`config.mk`:
```
export PLATFORM = sky130hd
export DESIGN_NAME = sdf_dio_map
export DESIGN_NICKNAME = d
export VERILOG_FILES = /design/src/hdl/sdf_pkg.sv /design/src/hdl/sdf_dio_map.sv
export SDC_FILE = /design/constraint.sdc
export NUM_CORES = 1
export LEC_CHECK = 0
export BUFFER_PORTS_ARGS = -buffer_cell sky130_fd_sc_hd__buf_4
export CORE_MARGIN = 8
export CORE_UTILIZATION = 35
export CTS_CLUSTER_DIAMETER = 80
export DETAILED_ROUTE_END_ITERATION = 8
export PLACE_DENSITY_LB_ADDON = 0.3
export SLEW_MARGIN = 40
export SYNTH_ARGS = -nofsm -noshare
export SYNTH_HDL_FRONTEND = slang
export SYNTH_SLANG_ARGS = --single-unit
```
`constraint.sdc`:
```
create_clock -name CLK -period 6.99 [get_ports CLK]
set_input_delay 1.0485 -clock CLK [delete_from_list [all_inputs] [get_ports CLK]]
set_output_delay 1.0485 -clock CLK [all_outputs]
set_load 0.1 [all_outputs]
```
`src/hdl/sdf_pkg.sv`:
```
// ==========================================================================
// Shared constants and carriers
package sdf_pkg;
  // ========================================================================
  // Register byte offsets
  localparam logic [7:0] OFS_DI_MAP_LO = 8'h00;
  localparam logic [7:0] OFS_DI_MAP_HI = 8'h04;
  localparam logic [7:0] OFS_DO_MAP = 8'h08;
  localparam logic [7:0] OFS_MODE = 8'h0c;
  localparam logic [7:0] OFS_ZERO_THR = 8'h10;
  localparam logic [7:0] OFS_TARGET_THR = 8'h14;
  localparam logic [7:0] OFS_POS_WIN = 8'h18;
  localparam logic [7:0] OFS_GEAR_NUM1 = 8'h1c;
  localparam logic [7:0] OFS_GEAR_DEN = 8'h2c;
  localparam logic [7:0] OFS_TQ_CFG = 8'h30;
  localparam logic [7:0] OFS_BRK_ON = 8'h34;
  localparam logic [7:0] OFS_BRK_OFF = 8'h38;
  localparam logic [7:0] OFS_LIVE = 8'h3c;
  localparam logic [7:0] OFS_INT_STAT = 8'h40;
  localparam logic [7:0] OFS_INT_MASK = 8'h44;
  // ========================================================================
  // Input function codes
  localparam logic [7:0] FN_JOG_FWD = 8'h37;
  localparam logic [7:0] FN_JOG_REV = 8'h38;
  localparam logic [7:0] FN_GEAR_B0 = 8'h43;
  localparam logic [7:0] FN_GEAR_B1 = 8'h44;
  localparam logic [7:0] FN_PULSE_INH = 8'h45;
  localparam logic [7:0] FN_TQ_POS = 8'h48;
  localparam logic [7:0] FN_TQ_NEG = 8'h49;
  localparam logic [7:0] FN_SEL_PT_S = 8'h18;
  localparam logic [7:0] FN_SEL_S_T = 8'h19;
  localparam logic [7:0] FN_SEL_T_PT = 8'h20;
  // Output function codes 0x01..0x08 index the function vector
  localparam int FN_DO_MAX = 8;
  // ========================================================================
  // Control mode setting values
  localparam logic [7:0] MODE_PT = 8'd11;
  localparam logic [7:0] MODE_S = 8'd12;
  localparam logic [7:0] MODE_T = 8'd13;
  localparam logic [7:0] MODE_SZ = 8'd14;
  localparam logic [7:0] MODE_TZ = 8'd15;
  localparam logic [7:0] MODE_SINGLE_HI = 8'd17;
  localparam logic [7:0] MODE_PT_S = 8'd18;
  localparam logic [7:0] MODE_S_T = 8'd19;
  localparam logic [7:0] MODE_PT_T = 8'd20;
  // ========================================================================
  // Reset values and timing
  localparam logic [7:0] RST_MODE = MODE_PT;
  localparam logic [15:0] RST_ZERO_THR = 16'h000a;
  localparam logic [15:0] RST_TARGET_THR = 16'h0bb8;
  localparam logic [15:0] RST_POS_WIN = 16'h0064;
  localparam logic [31:0] RST_GEAR = 32'h0000_0001;
  localparam int CLK_HZ = 100_000_000;
  localparam int BRK_UNIT_US = 1000;
  localparam int MS_CYCLES = CLK_HZ / 1_000_000 * BRK_UNIT_US;
  localparam int INT_BITS = 4;
  // ========================================================================
  typedef enum logic [2:0] {MD_PT, MD_S, MD_T, MD_SZ, MD_TZ} sdf_mode_e;
  typedef struct packed {
    logic ctrl_pwr;
    logic main_pwr;
    logic servo_en;
    logic alm_general;
    logic alm_limit;
    logic alm_comm;
    logic alm_uvolt;
    logic torque_limit;
    logic brake_cmd;
  } sdf_drv_s;
  typedef struct packed {
    logic jog_fwd;
    logic jog_rev;
    logic pulse_en;
    logic [1:0] gear_sel;
    logic [1:0] tq_src;
    logic tq_neg;
    sdf_mode_e mode;
  } sdf_cmd_s;
endpackage

```
`src/hdl/sdf_dio_map.sv`:
```
// Decided for this implementation: the address map and the strobed register port.
`timescale 1ns/100ps
// Functional notes
// Forward-jog input held active jogs the motor forward, any mode.
// Reverse-jog input held active jogs the motor in reverse, any mode.
// In position mode two gear inputs pick one of four numerators.
// In position mode pulse-inhibit input blocks the external pulse command.
// In torque mode two inputs pick torque source, meaning set by config bit 0.
// Mode values 11-17 are single modes, 18-20 switch between two modes.
// An input mapped to code zero does nothing.
// Ready output is on with control and main power and no alarm.
// Servo-on output is on while enabled and no alarm.
// Zero-speed output is on while speed is below its threshold.
// Target-speed output is on while speed exceeds its threshold.
// In position mode in-position is on while error is below the window.
// Torque-limit output shows limiting, except in torque modes.
// Fault output shows alarms except limit, communication and undervoltage.
// Brake-release output follows brake command with two delays.
// All mapped functions are levels sampled every cycle.
module sdf_dio_map #(
  parameter int N_DI = 8,
  parameter int N_DO = 4,
  parameter int MS_CYC = sdf_pkg::MS_CYCLES
) (
  // Clock and reset
  input wire logic CLK,
  input wire logic RST_N,
  // Register port
  input wire logic [7:0] ADDR,
  input wire logic [31:0] WDATA,
  input wire logic WR,
  input wire logic RD,
  output logic [31:0] RDATA,
  // Pins
  input wire logic [N_DI-1:0] DI_PIN,
  output logic [N_DO-1:0] DO_PIN,
  // Drive core
  input wire sdf_pkg::sdf_drv_s DRV,
  input wire logic [15:0] SPEED,
  input wire logic [15:0] POS_ERR,
  output sdf_pkg::sdf_cmd_s CMD,
  output logic [31:0] GEAR_NUM,
  output logic [31:0] GEAR_DEN,
  output logic IRQ
);
  import sdf_pkg::*;

  if (N_DI < 1 || N_DI > 8)
  begin : g_chk_di
    $error("N_DI must be 1..8");
  end
  if (N_DO < 1 || N_DO > 4)
  begin : g_chk_do
    $error("N_DO must be 1..4");
  end
  if (MS_CYC < 1)
  begin : g_chk_ms
    $error("MS_CYC must be at least 1");
  end

  // ========================================================================
  // Helpers
  function automatic logic [15:0] mag(input logic [15:0] v);
    return v[15] ? 16'(~v + 16'h0001) : v;
  endfunction

  function automatic logic di_fn(input logic [7:0] code, input logic [63:0] map,
                                 input logic [7:0] lvl);
    logic hit;
    hit = 1'b0;
    for (int i = 0; i < N_DI; i++)
    begin
      if (map[i*8 +: 8] == code && code != 8'h00)
        hit = hit | lvl[i];
    end
    return hit;
  endfunction

  // ========================================================================
  // Registers
  logic [63:0] di_map_q;
  logic [31:0] do_map_q;
  logic [7:0] mode_q;
  logic [15:0] zero_thr_q, target_thr_q, pos_win_q, brk_on_q, brk_off_q;
  logic [31:0] gear_q [4];
  logic [31:0] gear_den_q;
  logic tq_cfg_q;
  logic [INT_BITS-1:0] int_stat_q, int_mask_q, int_ev;
  logic [31:0] rdata_q;

  wire wr_di_lo = WR && ADDR == OFS_DI_MAP_LO;
  wire wr_di_hi = WR && ADDR == OFS_DI_MAP_HI;
  wire wr_int = WR && ADDR == OFS_INT_STAT;
  wire [INT_BITS-1:0] int_clr = wr_int ? WDATA[INT_BITS-1:0] : '0;

  always_ff @(posedge CLK or negedge RST_N)
  begin
    if (!RST_N)
    begin
      di_map_q <= '0;
      do_map_q <= '0;
      mode_q <= RST_MODE;
      zero_thr_q <= RST_ZERO_THR;
      target_thr_q <= RST_TARGET_THR;
      pos_win_q <= RST_POS_WIN;
      gear_q <= '{default: RST_GEAR};
      gear_den_q <= RST_GEAR;
      tq_cfg_q <= 1'b0;
      brk_on_q <= '0;
      brk_off_q <= '0;
      int_mask_q <= '0;
    end
    else if (WR)
    begin
      if (wr_di_lo)
        di_map_q[31:0] <= WDATA;
      if (wr_di_hi)
        di_map_q[63:32] <= WDATA;
      case (ADDR)
        OFS_DO_MAP: do_map_q <= WDATA;
        OFS_MODE: mode_q <= WDATA[7:0];
        OFS_ZERO_THR: zero_thr_q <= WDATA[15:0];
        OFS_TARGET_THR: target_thr_q <= WDATA[15:0];
        OFS_POS_WIN: pos_win_q <= WDATA[15:0];
        OFS_GEAR_NUM1: gear_q[0] <= WDATA;
        OFS_GEAR_NUM1 + 8'h04: gear_q[1] <= WDATA;
        OFS_GEAR_NUM1 + 8'h08: gear_q[2] <= WDATA;
        OFS_GEAR_NUM1 + 8'h0c: gear_q[3] <= WDATA;
        OFS_GEAR_DEN: gear_den_q <= WDATA;
        OFS_TQ_CFG: tq_cfg_q <= WDATA[0];
        OFS_BRK_ON: brk_on_q <= WDATA[15:0];
        OFS_BRK_OFF: brk_off_q <= WDATA[15:0];
        OFS_INT_MASK: int_mask_q <= WDATA[INT_BITS-1:0];
        default: ;
      endcase
    end
  end

  // ========================================================================
  // Input pins: three stages, a change counts once stages two and three agree
  logic [N_DI-1:0] di_s1_q, di_s2_q, di_s3_q, di_q;
  wire [N_DI-1:0] di_agree = ~(di_s2_q ^ di_s3_q);
  wire [N_DI-1:0] di_d = (di_agree & di_s3_q) | (~di_agree & di_q);

  always_ff @(posedge CLK or negedge RST_N)
  begin
    if (!RST_N)
    begin
      di_s1_q <= '0;
      di_s2_q <= '0;
      di_s3_q <= '0;
      di_q <= '0;
    end
    else
    begin
      di_s1_q <= DI_PIN;
      di_s2_q <= di_s1_q;
      di_s3_q <= di_s2_q;
      di_q <= di_d;
    end
  end

  wire [7:0] di_lvl = 8'(di_q);
  // Zero codes never match, so unmapped pins are inert
  wire in_jog_f = di_fn(FN_JOG_FWD, di_map_q, di_lvl);
  wire in_jog_r = di_fn(FN_JOG_REV, di_map_q, di_lvl);
  wire in_g0 = di_fn(FN_GEAR_B0, di_map_q, di_lvl);
  wire in_g1 = di_fn(FN_GEAR_B1, di_map_q, di_lvl);
  wire in_inh = di_fn(FN_PULSE_INH, di_map_q, di_lvl);
  wire in_tqp = di_fn(FN_TQ_POS, di_map_q, di_lvl);
  wire in_tqn = di_fn(FN_TQ_NEG, di_map_q, di_lvl);
  wire in_pt_s = di_fn(FN_SEL_PT_S, di_map_q, di_lvl);
  wire in_s_t = di_fn(FN_SEL_S_T, di_map_q, di_lvl);
  wire in_t_pt = di_fn(FN_SEL_T_PT, di_map_q, di_lvl);

  // ========================================================================
  // Effective control mode; unknown settings fall back to position mode
  sdf_mode_e mode_eff;
  always_comb
  begin
    case (mode_q)
      MODE_S: mode_eff = MD_S;
      MODE_T: mode_eff = MD_T;
      MODE_SZ: mode_eff = MD_SZ;
      MODE_TZ: mode_eff = MD_TZ;
      MODE_PT_S: mode_eff = in_pt_s ? MD_PT : MD_S;
      MODE_S_T: mode_eff = in_s_t ? MD_T : MD_S;
      MODE_PT_T: mode_eff = in_t_pt ? MD_PT : MD_T;
      default: mode_eff = MD_PT;
    endcase
  end

  wire is_pt = mode_eff == MD_PT;
  wire is_tq = mode_eff == MD_T || mode_eff == MD_TZ;

  // ========================================================================
  // Command outputs
  sdf_cmd_s cmd_d;
  // Both jog inputs at once cancel rather than pick a winner
  assign cmd_d.jog_fwd = in_jog_f && !in_jog_r;
  assign cmd_d.jog_rev = in_jog_r && !in_jog_f;
  assign cmd_d.gear_sel = is_pt ? {in_g1, in_g0} : 2'b00;
  assign cmd_d.pulse_en = is_pt && !in_inh;
  // Config bit 0 clear: inputs index the source; set: analog with sign
  assign cmd_d.tq_src = !is_tq ? 2'b00 : tq_cfg_q ? 2'b00 : {in_tqn, in_tqp};
  assign cmd_d.tq_neg = is_tq && tq_cfg_q && in_tqn && !in_tqp;
  assign cmd_d.mode = mode_eff;

  always_ff @(posedge CLK or negedge RST_N)
  begin
    if (!RST_N)
    begin
      CMD <= '0;
      GEAR_NUM <= RST_GEAR;
      GEAR_DEN <= RST_GEAR;
    end
    else
    begin
      CMD <= cmd_d;
      GEAR_NUM <= gear_q[cmd_d.gear_sel];
      GEAR_DEN <= gear_den_q;
    end
  end

  // ========================================================================
  // Brake release timing in millisecond steps
  typedef enum logic [1:0] {BK_HELD, BK_REL_WAIT, BK_RELEASED, BK_HOLD_WAIT} sdf_brk_e;
  sdf_brk_e brk_q;
  logic [$clog2(MS_CYC+1)-1:0] pre_q;
  logic [15:0] ms_q;
  wire ms_tick = pre_q == ($bits(pre_q))'(MS_CYC - 1);
  wire brk_busy = brk_q == BK_REL_WAIT || brk_q == BK_HOLD_WAIT;
  wire rel_done = ms_q >= brk_on_q;
  wire hold_done = ms_q >= brk_off_q;

  always_ff @(posedge CLK or negedge RST_N)
  begin
    if (!RST_N)
    begin
      brk_q <= BK_HELD;
      pre_q <= '0;
      ms_q <= '0;
    end
    else
    begin
      pre_q <= (!brk_busy || ms_tick) ? '0 : pre_q + 1'b1;
      ms_q <= !brk_busy ? '0 : ms_tick ? ms_q + 16'h0001 : ms_q;
      case (brk_q)
        BK_HELD: if (DRV.brake_cmd) brk_q <= BK_REL_WAIT;
        BK_REL_WAIT:
          if (!DRV.brake_cmd)
            brk_q <= BK_HELD;
          else if (rel_done)
            brk_q <= BK_RELEASED;
        BK_RELEASED: if (!DRV.brake_cmd) brk_q <= BK_HOLD_WAIT;
        BK_HOLD_WAIT:
          if (DRV.brake_cmd)
            brk_q <= BK_RELEASED;
          else if (hold_done)
            brk_q <= BK_HELD;
        default: brk_q <= BK_HELD;
      endcase
    end
  end

  // ========================================================================
  // Output functions, index is the output function code
  wire fault = DRV.alm_general;
  logic [FN_DO_MAX:1] fn_d, fn_q;
  assign fn_d[1] = DRV.ctrl_pwr && DRV.main_pwr && !fault;
  assign fn_d[2] = DRV.servo_en && !fault;
  assign fn_d[3] = mag(SPEED) < zero_thr_q;
  assign fn_d[4] = mag(SPEED) > target_thr_q;
  assign fn_d[5] = is_pt && mag(POS_ERR) < pos_win_q;
  assign fn_d[6] = DRV.torque_limit && !is_tq;
  assign fn_d[7] = fault;
  assign fn_d[8] = brk_q == BK_RELEASED || brk_q == BK_HOLD_WAIT;

  logic [N_DO-1:0] do_d;
  always_comb
  begin
    for (int i = 0; i < N_DO; i++)
    begin
      do_d[i] = 1'b0;
      for (int c = 1; c <= FN_DO_MAX; c++)
        if (do_map_q[i*8 +: 8] == 8'(c))
          do_d[i] = fn_q[c];
    end
  end

  always_ff @(posedge CLK or negedge RST_N)
  begin
    if (!RST_N)
    begin
      fn_q <= '0;
      DO_PIN <= '0;
    end
    else
    begin
      fn_q <= fn_d;
      DO_PIN <= do_d;
    end
  end

  // ========================================================================
  // Interrupts: fault rise, ready loss, in-position reached, brake change
  assign int_ev = {fn_d[8] ^ fn_q[8], fn_d[5] & ~fn_q[5], ~fn_d[1] & fn_q[1],
                   fn_d[7] & ~fn_q[7]};

  always_ff @(posedge CLK or negedge RST_N)
  begin
    if (!RST_N)
      int_stat_q <= '0;
    else
      int_stat_q <= (int_stat_q & ~int_clr) | int_ev; // Set wins over clear
  end

  assign IRQ = |(int_stat_q & int_mask_q);

  // ========================================================================
  // Read back
  logic [31:0] rd_mux;
  always_comb
  begin
    case (ADDR)
      OFS_DI_MAP_LO: rd_mux = di_map_q[31:0];
      OFS_DI_MAP_HI: rd_mux = di_map_q[63:32];
      OFS_DO_MAP: rd_mux = do_map_q;
      OFS_MODE: rd_mux = {24'h000000, mode_q};
      OFS_ZERO_THR: rd_mux = {16'h0000, zero_thr_q};
      OFS_TARGET_THR: rd_mux = {16'h0000, target_thr_q};
      OFS_POS_WIN: rd_mux = {16'h0000, pos_win_q};
      OFS_GEAR_NUM1: rd_mux = gear_q[0];
      OFS_GEAR_NUM1 + 8'h04: rd_mux = gear_q[1];
      OFS_GEAR_NUM1 + 8'h08: rd_mux = gear_q[2];
      OFS_GEAR_NUM1 + 8'h0c: rd_mux = gear_q[3];
      OFS_GEAR_DEN: rd_mux = gear_den_q;
      OFS_TQ_CFG: rd_mux = {31'h00000000, tq_cfg_q};
      OFS_BRK_ON: rd_mux = {16'h0000, brk_on_q};
      OFS_BRK_OFF: rd_mux = {16'h0000, brk_off_q};
      OFS_LIVE: rd_mux = {5'h00, 3'(mode_eff), fn_q, 8'(DO_PIN), di_lvl};
      OFS_INT_STAT: rd_mux = {28'h0000000, int_stat_q};
      OFS_INT_MASK: rd_mux = {28'h0000000, int_mask_q};
      default: rd_mux = 32'h00000000;
    endcase
  end

  always_ff @(posedge CLK or negedge RST_N)
  begin
    if (!RST_N)
      rdata_q <= '0;
    else
      rdata_q <= RD ? rd_mux : 32'h00000000;
  end

  assign RDATA = rdata_q;
endmodule

```
==> impl_metrics.csv, run 1 <==
group,metric,value,unit
grt,grt_max_degree,106,
drt,routed_wl,88.3,mm
critical_path,critPathLaunchType,"input pin",
final_layout,final_cell_area,31100,µm²
drt,dr.pass1.iters,8,
critical_path,cp_max_fo,3,
drt,num_vias,19400,
synthesis,ys_seq_area_frac,0.516,
grt,met1_usage,0.279,
pwr,pwr-share-comb,0.099,
drt,drt_iter0_drc,1747,
grt,grt.overflow.total,0,
synthesis,async_flop_share,1.00,
final_layout,final_cell_mix,"dfrtp_1, mux2_2, buf_4, mux2i_1, mux2_1",
pwr,power_leakage,14.6,nW
grt,grt_pass1_vias,19800,
pwr,switchingPower,0.00206,W
floorplan,num_io_pins,205,
grt,grt_use_met2,0.346,
drt,vias_per_cell,5.74,
final_layout,area_delta_synth_final,18.5,%
floorplan,die_y,290,µm
pwr,power.share.clock,0.450,
synthesis,avgSynthCellArea,12.1,µm²
worst_hold_path,hp-class,"in2async",
pwr,powerDensity,249,nW/µm²
place,dpl.hpwl,62.5,mm
synthesis,ys_types,79,
timing,setup_violations,0,
synthesis,yosys_most_used_dff,"dfrtp_1",
timing,maxSlewViolCount,0,
final_layout,fillers,6994,
clocking,cts_setup_buffers,0,
drt,drc_errors,0,
pwr,vdd_drop_max,0.177,mV
timing,final.min_clock_period,3.58,ns
critical_path,critPathCaptureType,"flip-flop",
timing,max_slew_margin,0.389,
floorplan,rows,100,
grt,grtUsageMet3,0.0318,
final_layout,final_nets,2524,
clocking,clock_latency,0.63,ns
clocking,cts_tree,"yes",
final_layout,layout_commonest_cell,"dfrtp_1",
timing,layout_worst_path_cycle_share,0.513,
synthesis,ys_warn_count,0,
critical_path,cpMaxStageDelayCell,"a2111oi_0",
floorplan,start_util,0.353,
critical_path,crit_type,"in2reg",
drt,ant_nets,0,
drt,wl_per_cell,26.2,µm
final_layout,antennaDiodeCount,0,
timing,max_freq,0.279,GHz
clocking,clock_path_buffers,3,
synthesis,netlist_area,26200,µm²
floorplan,dieWidth,290,µm
final_layout,drive_above_1_share,0.270,
synthesis,synthCells,2159,
timing,hold_viol_final,0,
place,port_buffers,201,
grt,busiest_layer,"met2",
clocking,cts-buffers-inserted,61,
final_layout,final-seq-area,13500,µm²
final_layout,multi_input_area,11900,µm²
run_status,outcome,"finished clean",
grt,grtUsageTotal,0.208,
clocking,cts_resized,0,
run,maxCapViolations,0,
critical_path,arrival,4.07,ns
synthesis,synth_seq_cells,539,
critical_path,cp_data_required_time,7.48,ns
pwr,switching_share,0.267,
pwr,pwr-share-seq,0.451,
synthesis,synth_edf_count,0,
timing,setup_tns,0,ns
critical_path,slowest_delay,0.36,ns
place,placed_area,28900,µm²
clocking,cts_hold_buf,0,
grt,grt_pass1_wl,131,mm
timing,worstMarginPinSlew,0.914,ns
synthesis,synth_nets,2334,
grt,antenna_found_initial,3,
timing,grt_setup_unrepaired,"no",
clocking,clk_pin_slew,0.06,ns
floorplan,die_area,83900,µm²
place,gp_congestion,0.886,
floorplan,core,74300,µm²
pwr,p_int,0.00567,W
critical_path,crit_chain,"buf_4 > inv_1 > ha_1 > nand2_1 > or3_1 > or2_2 > o41ai_1 > xnor2_1 > ha_1 > a21o_1 > a21o_1 > a21oi_1 > nor2_1 > a2111oi_0 > a221oi_1",
clocking,clockRootBuffer,"clkbuf_16",
clocking,cts.sinks,539,
clocking,h-tree-depth,2,
timing,fin_skew,0.0136,ns
[final cells by class]
| type | count | area share |
|---|---|---|
| clock buffers | 79 | 0.0546 |
| clock inverters | 36 | 0.0156 |
| flip-flops and latches | 539 | 0.435 |
| multi-input cells | 1417 | 0.384 |
| well taps | 969 | 0.0390 |
| inverters | 95 | 0.0115 |
| repair buffers | 235 | 0.0605 |
[Yosys cell counts, types with 5 or more instances]
library cell  number  share of area
nand2_1           89          0.013
a22oi_1           87          0.025
a222oi_1          20         0.0076
nor4_1            16         0.0038
nand4_1           49          0.012
o2111ai_1          6         0.0020
a22o_1            33          0.011
and3_1            11         0.0026
nor3_1            17         0.0032
inv_1             94          0.013
dfstp_2           22          0.022
clkbuf_1          75          0.011
ha_1              82          0.039
o21ai_0           31         0.0059
a21oi_1           34         0.0065
nor3b_1           14         0.0040
xor2_1            13         0.0043
maj3_1             8         0.0031
nor4b_1           13         0.0043
nand4b_1           6         0.0020
or3_1              8         0.0019
nand3b_1          11         0.0032
dfrtp_1          517           0.49
o31ai_1            6         0.0017
a41oi_1            6         0.0020
mux2_2           254           0.11
and2_1            18         0.0043
mux2_1            97          0.042
nand3_1           52         0.0099
nand2b_1          15         0.0036
a21o_1            25         0.0072
xnor2_1           44          0.015
mux2i_1           98          0.037
a221oi_1          42          0.014
o41ai_1            5         0.0017
a31oi_1           26         0.0062
buf_1             24         0.0034
or4_1             12         0.0034
nor2b_1           19         0.0045
nor2_1            85          0.012
nor4bb_1           9         0.0034
[state kept, by name (all words and copies together), names as in the netlist, 4 cells and up, named ones only]
register      count
di_map_q         64
int_stat_q        4
brk_on_q         16
gear_den_q       32
di_s2_q           8
di_s3_q           8
CMD              11
DO_PIN            4
target_thr_q     16
zero_thr_q       16
pre_q            17
GEAR_DEN         32
mode_q            8
ms_q             16
pos_win_q        16
gear_q          128
int_mask_q        4
fn_q              8
di_s1_q           8
brk_off_q        16
GEAR_NUM         32
do_map_q         32
RDATA            32
[power by group through the flow]
stage,Clock [W],Sequential (W),Combinational [W]
floorplan,0,0.00357,0.000356
global placement,0,0.00353,0.000746
detailed placement,0,0.00353,0.000773
CTS,0.00355,0.00348,0.000775
global route,0.00368,0.00350,0.000835
finish,0.00348,0.00348,0.000768
[metrics by stage]
| stage | cells | utilization | power [W] | worst slack, ns | hold slack [ns] |
|---|---|---|---|---|---|
| after detailed placement | 3255 | 0.389 | 0.00431 | 2.83 | 0.336 |
| final | 3370 | 0.418 | 0.00773 | 3.41 | 0.332 |
| after CTS | 3370 | 0.418 | 0.00781 | 3.48 | 0.319 |
| after global routing | 3370 | 0.418 | 0.00801 | 3.22 | 0.352 |
| after global placement | 3251 | 0.387 | 0.00427 | 2.78 | 0.338 |
| after floorplan | 2159 | - | 0.00392 | 3.25 | 0.331 |
[cells by family (layout without fill, tap and decap cells)]
kind of cell / count (synthesis) / after routing / synth area share
multiplexers: 451 / 451 / 0.190
AO/OA/AOI/OAI: 357 / 357 / 0.103
AND/OR/NAND/NOR: 462 / 462 / 0.0982
buffers and inverters: 203 / 445 / 0.0322
adder cells (fa/ha/maj): 90 / 90 / 0.0422
flip-flops: 539 / 539 / 0.516
XOR/XNOR: 57 / 57 / 0.0190
[routing by layer]
layer | share of wire | up-vias | wire length [µm]
met1 | 0.43 | 9984 | 38200
li1 | - | 8487 | -
met5 | 0 | - | 0
met2 | 0.48 | 709 | 42200
met4 | 0.031 | 0 | 2710
met3 | 0.060 | 179 | 5270
[worst paths after layout]
| check | start | cells after the start | slack (ns) | end |
|---|---|---|---|---|
| max reg2reg | di_map_q[48] | 8 | 3.53 | GEAR_NUM[10] |
| max in group asynchronous | RST_N | 4 | 4.97 | pre_q[5] |
| min reg2reg | di_s1_q[0] | 0 | 0.35 | di_s2_q[0] |
| min in group CLK | di_s1_q[0] | 0 | 0.35 | di_s2_q[0] |
| max | SPEED[0] | 15 | 3.41 | fn_q[4] |
| min | RST_N | 1 | 0.33 | GEAR_NUM[29] |
[worst max-delay path, delay by kind of cell]
kind,cells,cell delay (ns)
adders and majority gates,2,0.48
AOI/OAI and AO/OA,6,1.31
and+or+nand+nor,4,0.78
xor gates and xnor gates,1,0.21
buffers and inverters,2,0.23
Power figures use the tool's default switching activity.
==> run 2, diff against run 1 <==
- ABC_AREA: not set -> 1
- clock period: 6.99 -> 3.5 ns (I/O delays scaled with it)
==> run 2 against run 1 <==
Net effect: sequential power is 97% higher; design area is 2.8% higher; hold slack worse by 0.25 ns; sequential share of layout area down 1.2 points; total power up 110%; register-to-register slack lost 2.8 ns; clock power rose by 110%; die area is 2.1% higher; clock skew increased by 0.015 ns; critical endpoint is now CMD[4].
==> impl_metrics.csv, run 2 <==
group,metric,value,unit
run_status,outcome,"finished clean",
critical_path,cp_max_fo,65,
final_layout,final_nets,3652,
timing,maxSlewViolCount,0,
final_layout,area_delta_synth_final,19.2,%
floorplan,dieWidth,293,µm
grt,grt_pass1_vias,23100,
final_layout,antennaDiodeCount,0,
grt,antenna_found_initial,2,
final_layout,final_cell_mix,"nand2_1, dfrtp_1, o21ai_0, inv_1, buf_4",
final_layout,reg.largest.list,"gear_q: 128 flops, di_map_q: 64 flops",
pwr,switchingPower,0.00441,W
drt,wl_per_cell,22.9,µm
synthesis,ys_warn_count,0,
place,dpl.hpwl,76.4,mm
final_layout,drive_above_1_share,0.122,
floorplan,core,75800,µm²
clocking,cts.sinks,539,
drt,vias_per_cell,5.44,
pwr,power_leakage,14.8,nW
floorplan,num_io_pins,205,
drt,ant_nets,0,
final_layout,layout_commonest_cell,"nand2_1",
place,gp_congestion,0.982,
grt,grt.overflow.total,0,
pwr,switching_share,0.276,
clocking,cts_hold_buf,9,
timing,fin_skew,0.0288,ns
floorplan,die_y,293,µm
synthesis,synth_edf_count,0,
timing,hold_ws,0.0809,ns
synthesis,netlist_area,26800,µm²
clocking,cts_resized,0,
synthesis,synth_largest_area_cell,"dfrtp_1",
synthesis,synth_seq_cells,539,
final_layout,top_register,"gear_q",
run,maxCapViolations,0,
floorplan,rows,101,
clocking,clockRootBuffer,"clkbuf_16",
clocking,cts-buffers-inserted,60,
timing,worstMarginPinSlew,0.896,ns
final_layout,largest_reg_flops,128,
critical_path,arrival,3.33,ns
place,port_buffers,201,
synthesis,avgSynthCellArea,8.15,µm²
synthesis,yosysMostFrequentCell,"nand2_1",
pwr,power.share.clock,0.459,
timing,max_freq,0.360,GHz
clocking,clock_path_buffers,3,
timing,setup_tns,0,ns
worst_hold_path,hp-class,"in2reg",
timing,grt_setup_unrepaired,"no",
drt,dr.pass1.iters,6,
synthesis,ys_seq_area_frac,0.505,
pwr,powerDensity,501,nW/µm²
grt,grt_max_degree,91,
clocking,clk_pin_slew,0.06,ns
floorplan,die_area,85600,µm²
clocking,clock_latency,0.65,ns
floorplan,start_util,0.353,
drt,routed_wl,103,mm
synthesis,synth_top_area_frac,0.483,
clocking,h-tree-depth,2,
pwr,pwr-share-comb,0.114,
synthesis,yosys_most_used_dff,"dfrtp_1",
drt,num_vias,24500,
critical_path,critPathCaptureType,"flip-flop",
synthesis,synth_nets,3462,
clocking,cts_tree,"yes",
pwr,pwr-share-seq,0.428,
pwr,fin_total_pwr,0.0160,W
timing,max_slew_margin,0.402,
timing,hold_viol_final,0,
synthesis,async_flop_share,1.00,
timing,layout_worst_path_cycle_share,0.794,
timing,setup_violations,0,
synthesis,synthCells,3287,
drt,drt_iter0_drc,3115,
drt,drc_errors,0,
clocking,cts_setup_buffers,0,
pwr,p_int,0.0116,W
grt,grt_pass1_wl,153,mm
final_layout,final_cell_count_no_fill,4506,
place,placed_cells,4384,
critical_path,crit_type,"reg2reg",
pwr,vdd_drop_max,0.382,mV
critical_path,critPathLaunchType,"flip-flop",
synthesis,ys_types,51,
timing,final.min_clock_period,2.78,ns
synthesis,yosys-top-cells-area,"dfrtp_1, nand2_1, o21ai_0",
grt,grtUsageTotal,0.235,
synthesis,synth_commonest_cells,"nand2_1, dfrtp_1, o21ai_0, inv_1, nor2_1",
critical_path,cp_data_required_time,4.05,ns
[run 2: power by group through the flow]
stage                     Clock [W]  Sequential (W)  Combinational (W)
after floorplan                   0         0.00710           0.000823
after global placement            0         0.00694            0.00178
after detailed placement          0         0.00694            0.00181
after CTS                   0.00744         0.00683            0.00182
after global routing        0.00771         0.00687            0.00201
final                       0.00734         0.00684            0.00182
[run 2: metrics by stage]
stage / cell area (µm²) / setup WS, ns / util
global placement: 29500 / 0.275 / 0.390
CTS: 31900 / 0.754 / 0.421
finish: 31900 / 0.720 / 0.421
global route: 31900 / 0.450 / 0.421
detailed placement: 29500 / 0.278 / 0.390
floorplan: 26800 / 0.493 / -
[run 2: layout make-up]
cell class                 count  area, µm²
tap                          978       1220
fill                        7669      43900
clock inverter                38        652
sequential                   539      13500
clock buffer                  75       1660
multi-input combinational   2149      10900
timing repair buffer         283       2300
inverter                     444       1670
[run 2: path summary, 6_finish.rpt]
check	startpoint	end	slack [ns]	cells after the start
setup reg to reg	di_map_q[1]	CMD[4]	0.72	12
min in group asynchronous	RST_N	di_s1_q[7]	0.47	2
hold / removal	DRV[5]	fn_q[7]	0.08	1
max in group asynchronous	RST_N	pos_win_q[6]	1.98	3
hold reg to reg	di_s1_q[5]	di_s2_q[5]	0.35	0
setup / recovery	di_map_q[1]	CMD[4]	0.72	12
[run 2: cell families after synthesis]
| logic type | synth area share |
|---|---|
| AND/OR/NAND/NOR | 0.206 |
| XOR/XNOR | 0.00916 |
| buffers and inverters | 0.0886 |
| adder cells (fa/ha/maj) | 0.0413 |
| flip-flops | 0.505 |
| AO/OA/AOI/OAI | 0.150 |
[run 2: per-layer routing]
| metal | GRT usage | part of all wire | up-vias |
|---|---|---|---|
| li1 | - | - | 11300 |
| met1 | 0.338 | 0.43 | 11800 |
| met2 | 0.346 | 0.42 | 1289 |
| met3 | 0.0572 | 0.11 | 194 |
| met4 | 0.0768 | 0.037 | 2 |
| met5 | 0 | 0.000068 | - |
[run 2: critical path, cell delays in order (launching register included)]
cell and delay, ns:
dfrtp_1 0.47, nor2_1 0.26, nand3_1 0.18, nor3_1 0.21
nor2_1 0.07, nand3_1 0.08, nor2_1 0.07, nor2_4 0.22
buf_12 0.32, inv_1 0.19, nor2_1 0.34, inv_1 0.10
nor3_1 0.14
